## src/logic/status_word_flags_params.svh

```systemverilog
// register offsets, field positions, reset values and event bits of the status word block
// assumes a 32-bit AHB-Lite slave with word-aligned registers
`ifndef STATUS_WORD_FLAGS_PARAMS_SVH
`define STATUS_WORD_FLAGS_PARAMS_SVH

// byte offsets
`define SWF_OFF_STATUS 8'h00
`define SWF_OFF_ACC 8'h04
`define SWF_OFF_EXEC 8'h08
`define SWF_OFF_AUX 8'h0C
`define SWF_OFF_REGSEL 8'h10
`define SWF_OFF_IRQ_STATUS 8'h14
`define SWF_OFF_IRQ_MASK 8'h18

// status word field positions
`define SWF_BANK_HI 4
`define SWF_BANK_LO 3
`define SWF_OV_BIT 2
`define SWF_USER_BIT 1
`define SWF_PARITY_BIT 0

// execute register fields
`define SWF_EXEC_OP_HI 2
`define SWF_EXEC_OP_LO 0
`define SWF_EXEC_CY_BIT 3
`define SWF_EXEC_OPND_HI 15
`define SWF_EXEC_OPND_LO 8

// interrupt event bits
`define SWF_EV_OVERFLOW 0
`define SWF_EV_DIVZERO 1
`define SWF_EV_WIDTH 2

// reset values
`define SWF_RST_BANK 2'h0
`define SWF_RST_FLAG 1'h0
`define SWF_RST_BYTE 8'h00
`define SWF_RST_EV 2'h0

// largest product that still fits in a byte
`define SWF_BYTE_MAX 16'h00FF

`endif

```

## src/logic/status_word_flags_pkg.sv

```systemverilog
// types shared by the status word block
// assumes the params header is compiled alongside
package status_word_flags_pkg;

    // arithmetic operations issued through the execute register
    typedef enum logic [2:0] {
        OP_ADD = 3'h0,
        OP_ADDC = 3'h1,
        OP_SUBB = 3'h2,
        OP_MUL = 3'h3,
        OP_DIV = 3'h4,
        OP_MOVE = 3'h5
    } op_t;

    // bus data-phase tracking
    typedef enum logic [1:0] {
        BUS_IDLE,
        BUS_WRITE,
        BUS_READ
    } bus_state_t;

endpackage : status_word_flags_pkg

```

## src/logic/parity_tracker.sv

```systemverilog
// accumulator parity flag
// assumes the accumulator is a registered value in the same clock domain
`timescale 1ns/1ps

module parity_tracker #(
    parameter int WIDTH = 8
) (
    // clock and reset
    input wire logic clk,
    input wire logic rst_n,
    // accumulator in, flag out
    input wire logic [WIDTH-1:0] acc,
    output logic parity
);

    logic next_parity;

    // one when the count of ones is odd; follows every accumulator write a cycle later
    always_comb begin
        next_parity = ^acc;
    end

    always_ff @(posedge clk or negedge rst_n) begin
        if (!rst_n) begin
            parity <= 1'b0;
        end else begin
            parity <= next_parity;
        end
    end

endmodule : parity_tracker

```

## src/logic/status_word_flags.sv

```systemverilog
// lower status word flags with accumulator, execute port and AHB-Lite register slave
// assumes a single AHB-Lite master, single word transfers, hready fed back from hreadyout
`timescale 1ns/1ps
`include "status_word_flags_params.svh"

module status_word_flags import status_word_flags_pkg::*; (
    // clock and reset
    input wire logic hclk,
    input wire logic hresetn,
    // ahb-lite slave
    input wire logic hsel,
    input wire logic [31:0] haddr,
    input wire logic [1:0] htrans,
    input wire logic hwrite,
    input wire logic [2:0] hsize,
    input wire logic [31:0] hwdata,
    input wire logic hready,
    output logic hreadyout,
    output logic [31:0] hrdata,
    output logic hresp,
    // interrupt
    output logic irq,
    // status toward the datapath
    output logic [1:0] bank_select_field,
    output logic overflow_flag,
    output logic user_flag_one,
    output logic parity_flag,
    output logic [4:0] reg_file_addr
);

    // result of one arithmetic operation
    logic [7:0] op_acc;
    logic [7:0] op_aux;
    logic op_ov;
    logic op_ov_valid;
    logic op_divzero;

    // bus state
    bus_state_t bus_state;
    bus_state_t next_bus_state;
    logic [7:0] addr_q;
    logic [7:0] next_addr_q;
    logic next_hreadyout;
    logic [31:0] next_hrdata;

    // datapath state
    logic [7:0] acc;
    logic [7:0] next_acc;
    logic [7:0] aux;
    logic [7:0] next_aux;
    logic [2:0] reg_index;
    logic [2:0] next_reg_index;
    logic [1:0] next_bank;
    logic next_ov;
    logic next_user;
    logic [4:0] next_reg_file_addr;
    logic [`SWF_EV_WIDTH-1:0] irq_status;
    logic [`SWF_EV_WIDTH-1:0] next_irq_status;
    logic [`SWF_EV_WIDTH-1:0] irq_mask;
    logic [`SWF_EV_WIDTH-1:0] next_irq_mask;
    logic [`SWF_EV_WIDTH-1:0] events;
    logic next_irq;
    logic wr_now;
    logic addr_phase;

    // write strobes, one per register
    logic wr_status;
    logic wr_acc;
    logic wr_exec;
    logic wr_aux;
    logic wr_regsel;
    logic wr_irq_status;
    logic wr_irq_mask;

    // bank base plus register number; bank in the top two bits
    function automatic logic [4:0] bank_addr(input logic [1:0] bank, input logic [2:0] idx);
        bank_addr = {bank, idx};
    endfunction : bank_addr

    // a register is written in the data phase that follows its address phase
    function automatic logic write_hit(
        input logic active,
        input logic [7:0] addr,
        input logic [7:0] offset
    );
        write_hit = active && (addr == offset);
    endfunction : write_hit

    // one arithmetic step on the accumulator
    always_comb begin
        logic [7:0] opnd;
        logic cy;
        logic [8:0] sum;
        logic [15:0] prod;
        opnd = hwdata[`SWF_EXEC_OPND_HI:`SWF_EXEC_OPND_LO];
        cy = hwdata[`SWF_EXEC_CY_BIT];
        sum = 9'h000;
        prod = 16'h0000;
        op_acc = acc;
        op_aux = aux;
        op_ov = 1'b0;
        op_ov_valid = 1'b1;
        op_divzero = 1'b0;
        case (op_t'(hwdata[`SWF_EXEC_OP_HI:`SWF_EXEC_OP_LO]))
            OP_ADD, OP_ADDC: begin
                sum = {1'b0, acc} + {1'b0, opnd} + {8'h00, cy & (hwdata[0] == 1'b1)};
                op_acc = sum[7:0];
                op_ov = (acc[7] == opnd[7]) && (sum[7] != acc[7]);
            end
            OP_SUBB: begin
                sum = {1'b0, acc} - {1'b0, opnd} - {8'h00, cy};
                op_acc = sum[7:0];
                op_ov = (acc[7] != opnd[7]) && (sum[7] != acc[7]);
            end
            OP_MUL: begin
                prod = acc * opnd;
                op_acc = prod[7:0];
                op_aux = prod[15:8];
                op_ov = prod > `SWF_BYTE_MAX;
            end
            OP_DIV: begin
                // zero divisor leaves quotient and remainder untouched
                if (opnd == 8'h00) begin
                    op_ov = 1'b1;
                    op_divzero = 1'b1;
                end else begin
                    op_acc = acc / opnd;
                    op_aux = acc % opnd;
                end
            end
            OP_MOVE: begin
                op_acc = opnd;
                op_ov_valid = 1'b0;
            end
            default: begin
                op_ov_valid = 1'b0;
            end
        endcase
    end

    // bus phases: writes are zero-wait, reads take one wait state so a
    // read right behind a write sees the written value
    always_comb begin
        addr_phase = hsel && hready && htrans[1];
        wr_now = (bus_state == BUS_WRITE);
        next_bus_state = BUS_IDLE;
        next_addr_q = addr_q;
        next_hreadyout = 1'b1;
        next_hrdata = hrdata;
        if (bus_state == BUS_READ) begin
            case (addr_q)
                `SWF_OFF_STATUS: begin
                    next_hrdata = {27'h0, bank_select_field, overflow_flag, user_flag_one,
                        parity_flag};
                end
                `SWF_OFF_ACC: next_hrdata = {24'h0, acc};
                `SWF_OFF_AUX: next_hrdata = {24'h0, aux};
                `SWF_OFF_REGSEL: next_hrdata = {27'h0, reg_file_addr};
                `SWF_OFF_IRQ_STATUS: next_hrdata = {30'h0, irq_status};
                `SWF_OFF_IRQ_MASK: next_hrdata = {30'h0, irq_mask};
                default: next_hrdata = 32'h0000_0000;
            endcase
        end else if (addr_phase) begin
            next_addr_q = haddr[7:0];
            next_bus_state = hwrite ? BUS_WRITE : BUS_READ;
            next_hreadyout = hwrite;
        end
    end

    always_ff @(posedge hclk or negedge hresetn) begin
        if (!hresetn) begin
            bus_state <= BUS_IDLE;
            addr_q <= 8'h00;
            hreadyout <= 1'b1;
            hrdata <= 32'h0000_0000;
            hresp <= 1'b0;
        end else begin
            bus_state <= next_bus_state;
            addr_q <= next_addr_q;
            hreadyout <= next_hreadyout;
            hrdata <= next_hrdata;
            hresp <= 1'b0;
        end
    end

    // register strobes for the write data phase completing at this edge
    always_comb begin
        wr_status = write_hit(wr_now, addr_q, `SWF_OFF_STATUS);
        wr_acc = write_hit(wr_now, addr_q, `SWF_OFF_ACC);
        wr_exec = write_hit(wr_now, addr_q, `SWF_OFF_EXEC);
        wr_aux = write_hit(wr_now, addr_q, `SWF_OFF_AUX);
        wr_regsel = write_hit(wr_now, addr_q, `SWF_OFF_REGSEL);
        wr_irq_status = write_hit(wr_now, addr_q, `SWF_OFF_IRQ_STATUS);
        wr_irq_mask = write_hit(wr_now, addr_q, `SWF_OFF_IRQ_MASK);
    end

    // accumulator, aux byte and register index; unmapped writes fall through
    always_comb begin
        next_acc = acc;
        next_aux = aux;
        next_reg_index = reg_index;
        if (wr_acc) begin
            next_acc = hwdata[7:0];
        end
        if (wr_aux) begin
            next_aux = hwdata[7:0];
        end
        if (wr_exec) begin
            next_acc = op_acc;
            next_aux = op_aux;
        end
        if (wr_regsel) begin
            next_reg_index = hwdata[2:0];
        end
    end

    always_ff @(posedge hclk or negedge hresetn) begin
        if (!hresetn) begin
            acc <= `SWF_RST_BYTE;
            aux <= `SWF_RST_BYTE;
            reg_index <= 3'h0;
        end else begin
            acc <= next_acc;
            aux <= next_aux;
            reg_index <= next_reg_index;
        end
    end

    // status word flags; a written parity bit is dropped since it only mirrors acc
    always_comb begin
        next_bank = bank_select_field;
        next_ov = overflow_flag;
        next_user = user_flag_one;
        if (wr_status) begin
            next_bank = hwdata[`SWF_BANK_HI:`SWF_BANK_LO];
            next_ov = hwdata[`SWF_OV_BIT];
            next_user = hwdata[`SWF_USER_BIT];
        end
        // moves and unknown codes leave the flag as it was
        if (wr_exec && op_ov_valid) begin
            next_ov = op_ov;
        end
        next_reg_file_addr = bank_addr(next_bank, next_reg_index);
    end

    always_ff @(posedge hclk or negedge hresetn) begin
        if (!hresetn) begin
            bank_select_field <= `SWF_RST_BANK;
            overflow_flag <= `SWF_RST_FLAG;
            user_flag_one <= `SWF_RST_FLAG;
            reg_file_addr <= 5'h00;
        end else begin
            bank_select_field <= next_bank;
            overflow_flag <= next_ov;
            user_flag_one <= next_user;
            reg_file_addr <= next_reg_file_addr;
        end
    end

    // interrupt status and mask; a new event wins over a clear in the same cycle
    always_comb begin
        events = `SWF_RST_EV;
        next_irq_status = irq_status;
        next_irq_mask = irq_mask;
        if (wr_exec) begin
            events[`SWF_EV_OVERFLOW] = op_ov_valid && op_ov;
            events[`SWF_EV_DIVZERO] = op_divzero;
        end
        if (wr_irq_status) begin
            next_irq_status = irq_status & ~hwdata[`SWF_EV_WIDTH-1:0];
        end
        if (wr_irq_mask) begin
            next_irq_mask = hwdata[`SWF_EV_WIDTH-1:0];
        end
        next_irq_status = next_irq_status | events;
        next_irq = |(next_irq_status & next_irq_mask);
    end

    always_ff @(posedge hclk or negedge hresetn) begin
        if (!hresetn) begin
            irq_status <= `SWF_RST_EV;
            irq_mask <= `SWF_RST_EV;
            irq <= 1'b0;
        end else begin
            irq_status <= next_irq_status;
            irq_mask <= next_irq_mask;
            irq <= next_irq;
        end
    end

    // parity kept in its own flop stage so it lags the accumulator by one cycle
    parity_tracker #(
        .WIDTH(8)
    ) u_parity (
        .clk(hclk),
        .rst_n(hresetn),
        .acc(acc),
        .parity(parity_flag)
    );

endmodule : status_word_flags

```

## config.mk

```make
export PLATFORM = sky130hd
export DESIGN_NAME = status_word_flags
export DESIGN_NICKNAME = d
export VERILOG_FILES = /design/src/logic/status_word_flags_pkg.sv /design/src/logic/parity_tracker.sv /design/src/logic/status_word_flags.sv
export VERILOG_INCLUDE_DIRS = /design/src /design/src/logic
export SDC_FILE = /design/constraint.sdc
export NUM_CORES = 1
export LEC_CHECK = 0
export ABC_AREA = 1
export BUFFER_PORTS_ARGS = -buffer_cell sky130_fd_sc_hd__buf_2
export CORE_UTILIZATION = 30
export CTS_BUF_LIST = sky130_fd_sc_hd__clkbuf_16
export DETAILED_ROUTE_END_ITERATION = 12
export GPL_TIMING_DRIVEN = 0
export PLACE_DENSITY_LB_ADDON = 0.3
export SLEW_MARGIN = 20
export SYNTH_ARGS = -nofsm -noshare
export SYNTH_HDL_FRONTEND = slang
export SYNTH_SLANG_ARGS = --single-unit
```

## constraint.sdc

```tcl
create_clock -name hclk -period 9.9 [get_ports hclk]
set_clock_uncertainty 0.05 [all_clocks]
set_input_delay 1.98 -clock hclk [delete_from_list [all_inputs] [get_ports hclk]]
set_output_delay 1.98 -clock hclk [all_outputs]
set_load 0.005 [all_outputs]
```

---- Word-level counts from Yosys, hierarchy flattened ----
Index checks and enable logic that the tools add are counted.
storage, ports and cells
  bits in registers ....................... 77
  output and inout port bits .............. 45
  logic and storage cells ................. 100
operators by class
  add/subtract/negate cells ............... 4
  multipliers ............................. 1
  div/mod/pow operators ................... 2
  magnitude comparators ................... 1
  equality and inequality tests ........... 20
  multiplexer cells ....................... 25
  bitwise gates (word level) .............. 6
  reductions and logical operators ........ 26
operators by type and width
  operator             count
  $mux 8               6
  $pmux 8 s6           1
  $pmux 8 s5           1
  $eq 8x5->1 const B   3
  $eq 8x4->1 const B   2
  $gt 16x8->1 const B  1
  $logic_not 8->1      2
  $mul 8x8->16         1
  $pmux 8 s2           1
  $mux 2               7
  $logic_and 1x1->1    13
  $add 8x1->8          1
  $add 8x8->8          1
  $div 8x8->8          1
  $eq 8x3->1 const B   1
  $mod 8x8->8          1
  $reduce_xor 8->1     1
  $sub 8x1->8          1
  $sub 8x8->8          1
  $mux 1               7
  $eq 3x2->1 const B   2
  $eq 3x3->1 const B   2
  $ne 6x1->1 const B   1
  $reduce_and 3->1     2
  19 further kinds     25

---- Depth between registers and ports, before layout ----
  depth in word-level cells ............... 10
  gate-level depth with buffers ........... 74
  mapped depth without buffers ............ 73

---- Hierarchy ----
Synthesis repeated with hierarchy kept, for this count alone.
unflattened totals
  cell total of the unflattened synthesis .. 1150
  area total of the unflattened synthesis .. 7940.1 µm²
by module, submodules not included
  module             instances  cells each  area each (µm²)  sequential area each (µm²)
  status_word_flags  1          1102        7738.7           1177.4
  parity_tracker     1          48          201.4            25.0

---- Worst setup path before layout ----
No wires, ideal clock.
  kind .................................... input -> register
  from .................................... input port hwdata[8]
  to ...................................... register aux[3]
  setup time .............................. 0.077 ns
  data arrival time ....................... 10.584 ns
  required time ........................... 9.773 ns
  path slack .............................. -0.812 ns
  cell stages on the path ................. 66
  buffers on the path ..................... 0
  cells stage by stage .................... inv_1 > ha_1 > o21ai_0 > nor2_1 > o21ai_0 > inv_1 > ha_1 > o21ai_0 > nand2_1 > nand3_2 > or2_1 > nand2_1 > ha_1 > inv_1 > o21bai_1 > nand2_1 > nand2_1 > nand2_2 > (+30 left out) > nor4_1 > nand2_1 > nand3_2 > inv_1 > o21ai_0 > ha_1 > nand2_1 > inv_1 > nand2_1 > and3_1 > inv_1 > nand2_1 > nand3_1 > nand2_1 > inv_1 > a221oi_1 > o21ai_0 > a21oi_1
between the ends
  longest elaborated chain between the ends .. 4
  elaborated cells on any way between the ends .. 8
  classes of those cells .................. 1 x mul; 1 x div; 1 x eq/ne; 3 x mux; 2 x reduce/logical
RTL lines
  element               line                      text
  start, declared       status_word_flags.sv:16   input wire logic [31:0] hwdata,
  $mod 8x8->8           status_word_flags.sv:128  op_aux = acc % opnd;
  $mux 8                status_word_flags.sv:123  if (opnd == 8'h00) begin
  $pmux 8 s2            status_word_flags.sv:104  case (op_t'(hwdata[`SWF_EXEC_OP_HI:`SWF_EXEC_OP_LO]))
  $mux 8                status_word_flags.sv:208  if (wr_exec) begin
  end signal, assigned  status_word_flags.sv:220  aux <= `SWF_RST_BYTE;
  end signal, assigned  status_word_flags.sv:224  aux <= next_aux;
  end, declared         status_word_flags.sv:49   logic [7:0] aux;
Several ways; a longest one is shown, not always the timed one. The select of a mux whose other input is x is not followed.
A chain may end at the register's enable or synchronous reset.

---- Worst setup path in the final report ----
  from .................................... input port hwdata[8]
  to ...................................... register aux[4]
The elaborated chain is that of the path after synthesis.

==> metrics <==
gpl congestion approximately 0.93; RSZ-0062 raised after global routing true; PwrDens roughly 230 mW/mm^2; grt ovf 0; CORE AREA 0.02525 sq mm; Max Cap Violations 0; num rows between 50 and 60; area of the multi-input gates ~0.0065 sq mm; Worst Setup Start Kind input port; number of port buffers 49; status finished with violations; Placed Instances between 1,500 and 2,000; Via density slightly below 5; first-iteration detailed-routing DRC count ~600; Seq/Total Area, Yosys 0.1553; fillers 2,557; synth top area cells ha_1 16%, dfrtp_1 15%, nand2_1 13%; most used cell, CP ha_4; Max VDD drop between 0.0001 and 0.00015 V; warning count from the yosys run 0; Adder-Cell Fraction of Synth Area 0.2676; # setup viols final 9; largest net degree at the start of global routing 49; Residual DRC 0; Syn-to-layout area delta 35.37%; I/O pin cnt between 100 and 150; synth cell count leaders 271 x nand2_1, 181 x inv_1, 100 x ha_1, 76 x nor2_1, 65 x a21oi_1; Top delay family on crit path simple AND/OR/NAND/NOR gates; GRT Util Overall 0.1923; CP Data Arrival Time approximately 11,000 ps; Final Hold Fails 0; worst slew pin tran between 800 and 900 ps; CTS Root Cell clkbuf_16; layout cell share with drive strength beyond 1 0.2943; Leakage Power about 0.0054 uW; critical path depth 68; main combinational cell family by area after synthesis adder cells; CP required a little over 10,000 ps; Main synth FF type dfrtp_1; portion of netlist area occupied by mux cells 0; CTS Buf Count 5; fraction of synthesis flops using an asynchronous set or reset pin 1.000; first-pass GRT wire length roughly 40,000 microns; fmax about 94 MHz; HPWL after detailed placement about 19,000 microns; Finished Cell Area 0.01048 sq mm; simple-gate share of the synthesized area 0.2537; Clock Sinks 48; placed cell areas around 0.0087 sq mm; fin crit period between 10,000 and 15,000 ps; Fin Hold WS 422.7 ps; leading area contributor after synthesis ha_1; vias in the first global route ~7,600; First-pass DRT Iterations 5; period utilization 1.071; top-count cell post-synth nand2_1; Final Non-Filler Cells roughly 1,600; FF-to-FF path depth 69; DIE AREA between 0.02 and 0.03 sq mm; DR vias between 7,000 and 8,000; Worst slew margin 0.4655; Avg WL per Cell about 16 microns; initial core utilization 0.3066; Setup CP Type input port to flop; CP max stage cell ha_4; diodes inserted 0; Layout Nets between 1,500 and 2,000; Hold Crit Depth 2; flops & latches, synth 48; setup ws final -706.8 ps; max-slew violations 0; failing checks setup timing; CTS hold repair buffers 0; XOR/XNOR Fraction of Synth Area 0.04863; CTS tree yes; die height about 160 microns; initial antenna violation count 0; die width approximately 160 microns; Worst Path Buf+Inv 18; top cell type's share of synthesized area 0.1616; CTS clock-pin slew for the worst setup and hold paths approximately 70 ps; Max clock buf depth 2; Post-Syn Area approximately 0.0077 sq mm; Syn Area/Cell just under 7 sq um; worst-path maximum fanout 8; detailed-route wire length approximately 26,000 microns; sequential cell area roughly 0.0012 sq mm; H-tree Lvls 2; largest stage delay on the critical path just over 300 ps; worst skew pair latency around 290 ps; HP Class flop to flop; Compound-Gate Fraction of Synth Area 0.1360; Worst setup EP type flop; number of synthesized flops with an enable pin 0; Antenna Nets Post-Route 0; post-synthesis cell type count between 50 and 60; synthesized instance count roughly 1,100
[metal layers]
metal  part of all wire  global-route usage
met4              0.025             0.04715
met1               0.43              0.2482
met3              0.057             0.02241
met2               0.49              0.3390
met5                  0                   0
[worst register-to-register path, delay by kind of cell (launching register included)]
kind | cells | cell delay (ps)
buffers and inverters | 19 | 2500
xor gates and xnor gates | 1 | 170
DFF | 1 | 420
AOI/OAI and AO/OA | 10 | 1310
adders and majority gates | 8 | 2110
and+or+nand+nor | 31 | 3460
[power breakdown]
| part | leakage (uW) | internal (uW) | switching [uW] |
|---|---|---|---|
| Combinational | 0.00476 | 817 | 1120 |
| Clock | 0.0000814 | 119 | 76.0 |
| Sequential | 0.000576 | 228 | 32.9 |
| Total | 0.00542 | 1160 | 1230 |
[cell usage in the layout (no fill, tap or decap), types with 26 or more instances in the layout]
master / synthesis / routed
nand2_1: 271 / 244
inv_1: 181 / 164
buf_4: 30 / 131
ha_1: 100 / 74
nor2_1: 76 / 72
a21oi_1: 65 / 52
dfrtp_1: 47 / 47
buf_2: 2 / 45
fa_1: 41 / 40
o21ai_0: 51 / 37
nand3_1: 51 / 29
xor2_1: 29 / 29
ha_4: 0 / 26
[metrics by stage]
step	setup TNS (ps)	util	power [uW]	setup WS (ps)
2_1_floorplan	-640.7	-	1418	-109.1
3_3_place_gp	-19570	0.3439	1790	-2230
3_5_place_dp	-20410	0.3440	1796	-2324
4_1_cts	-2392	0.4027	2290	-326.6
5_1_grt	-10580	0.4151	2641	-1248
6_report	-5901	0.4151	2398	-706.8
[layout make-up]
class,count,share of cell area
inverter,200,0.07615
tap,330,0.03939
multi-input combinational,841,0.6195
sequential,48,0.1147
timing repair buffer,156,0.1062
clock buffer,5,0.01194
timing repair inverter,1,0.0007162
clock inverter,3,0.004058
buffer,44,0.02733
[kinds of logic (layout without fill, tap and decap cells)]
logic type,count (synthesis),after routing
simple gates,454,454
buf+inv,249,409
compound gates,178,178
fa+ha+maj,141,141
flops,48,48
xor+xnor,43,43
other cells,1,25
[registers in the layout, indices dropped and copies added, names as in the netlist]
signal	count
irq_mask	2
addr_q	8
hreadyout	1
irq_status	2
overflow_flag	1
bus_state	2
u_parity.parity	1
irq	1
aux	8
hrdata	8
bank_select_field	1
acc	8
reg_file_addr	4
user_flag_one	1
[repair_timing]
action | 4_1_cts | 5_1_grt
pin swaps | 73 | 56
endpoints found under the setup margin | 10 | 10
cloned | 1 | 0
buffers inserted | 92 | 18
resized for setup | 128 | 46
[final timing paths]
check / from / endpoint / slack [ps]
setup reg to reg: acc[5] / aux[4] / -180
hold / removal: addr_q[1] / addr_q[1] / 420
setup / recovery: hwdata[8] / aux[4] / -710
max in group asynchronous: hresetn / reg_file_addr[3] / 7700
min in group asynchronous: hresetn / hrdata[0] / 1660
hold reg to reg: addr_q[1] / addr_q[1] / 420
Note: power is estimated with default switching activity, not from simulation.
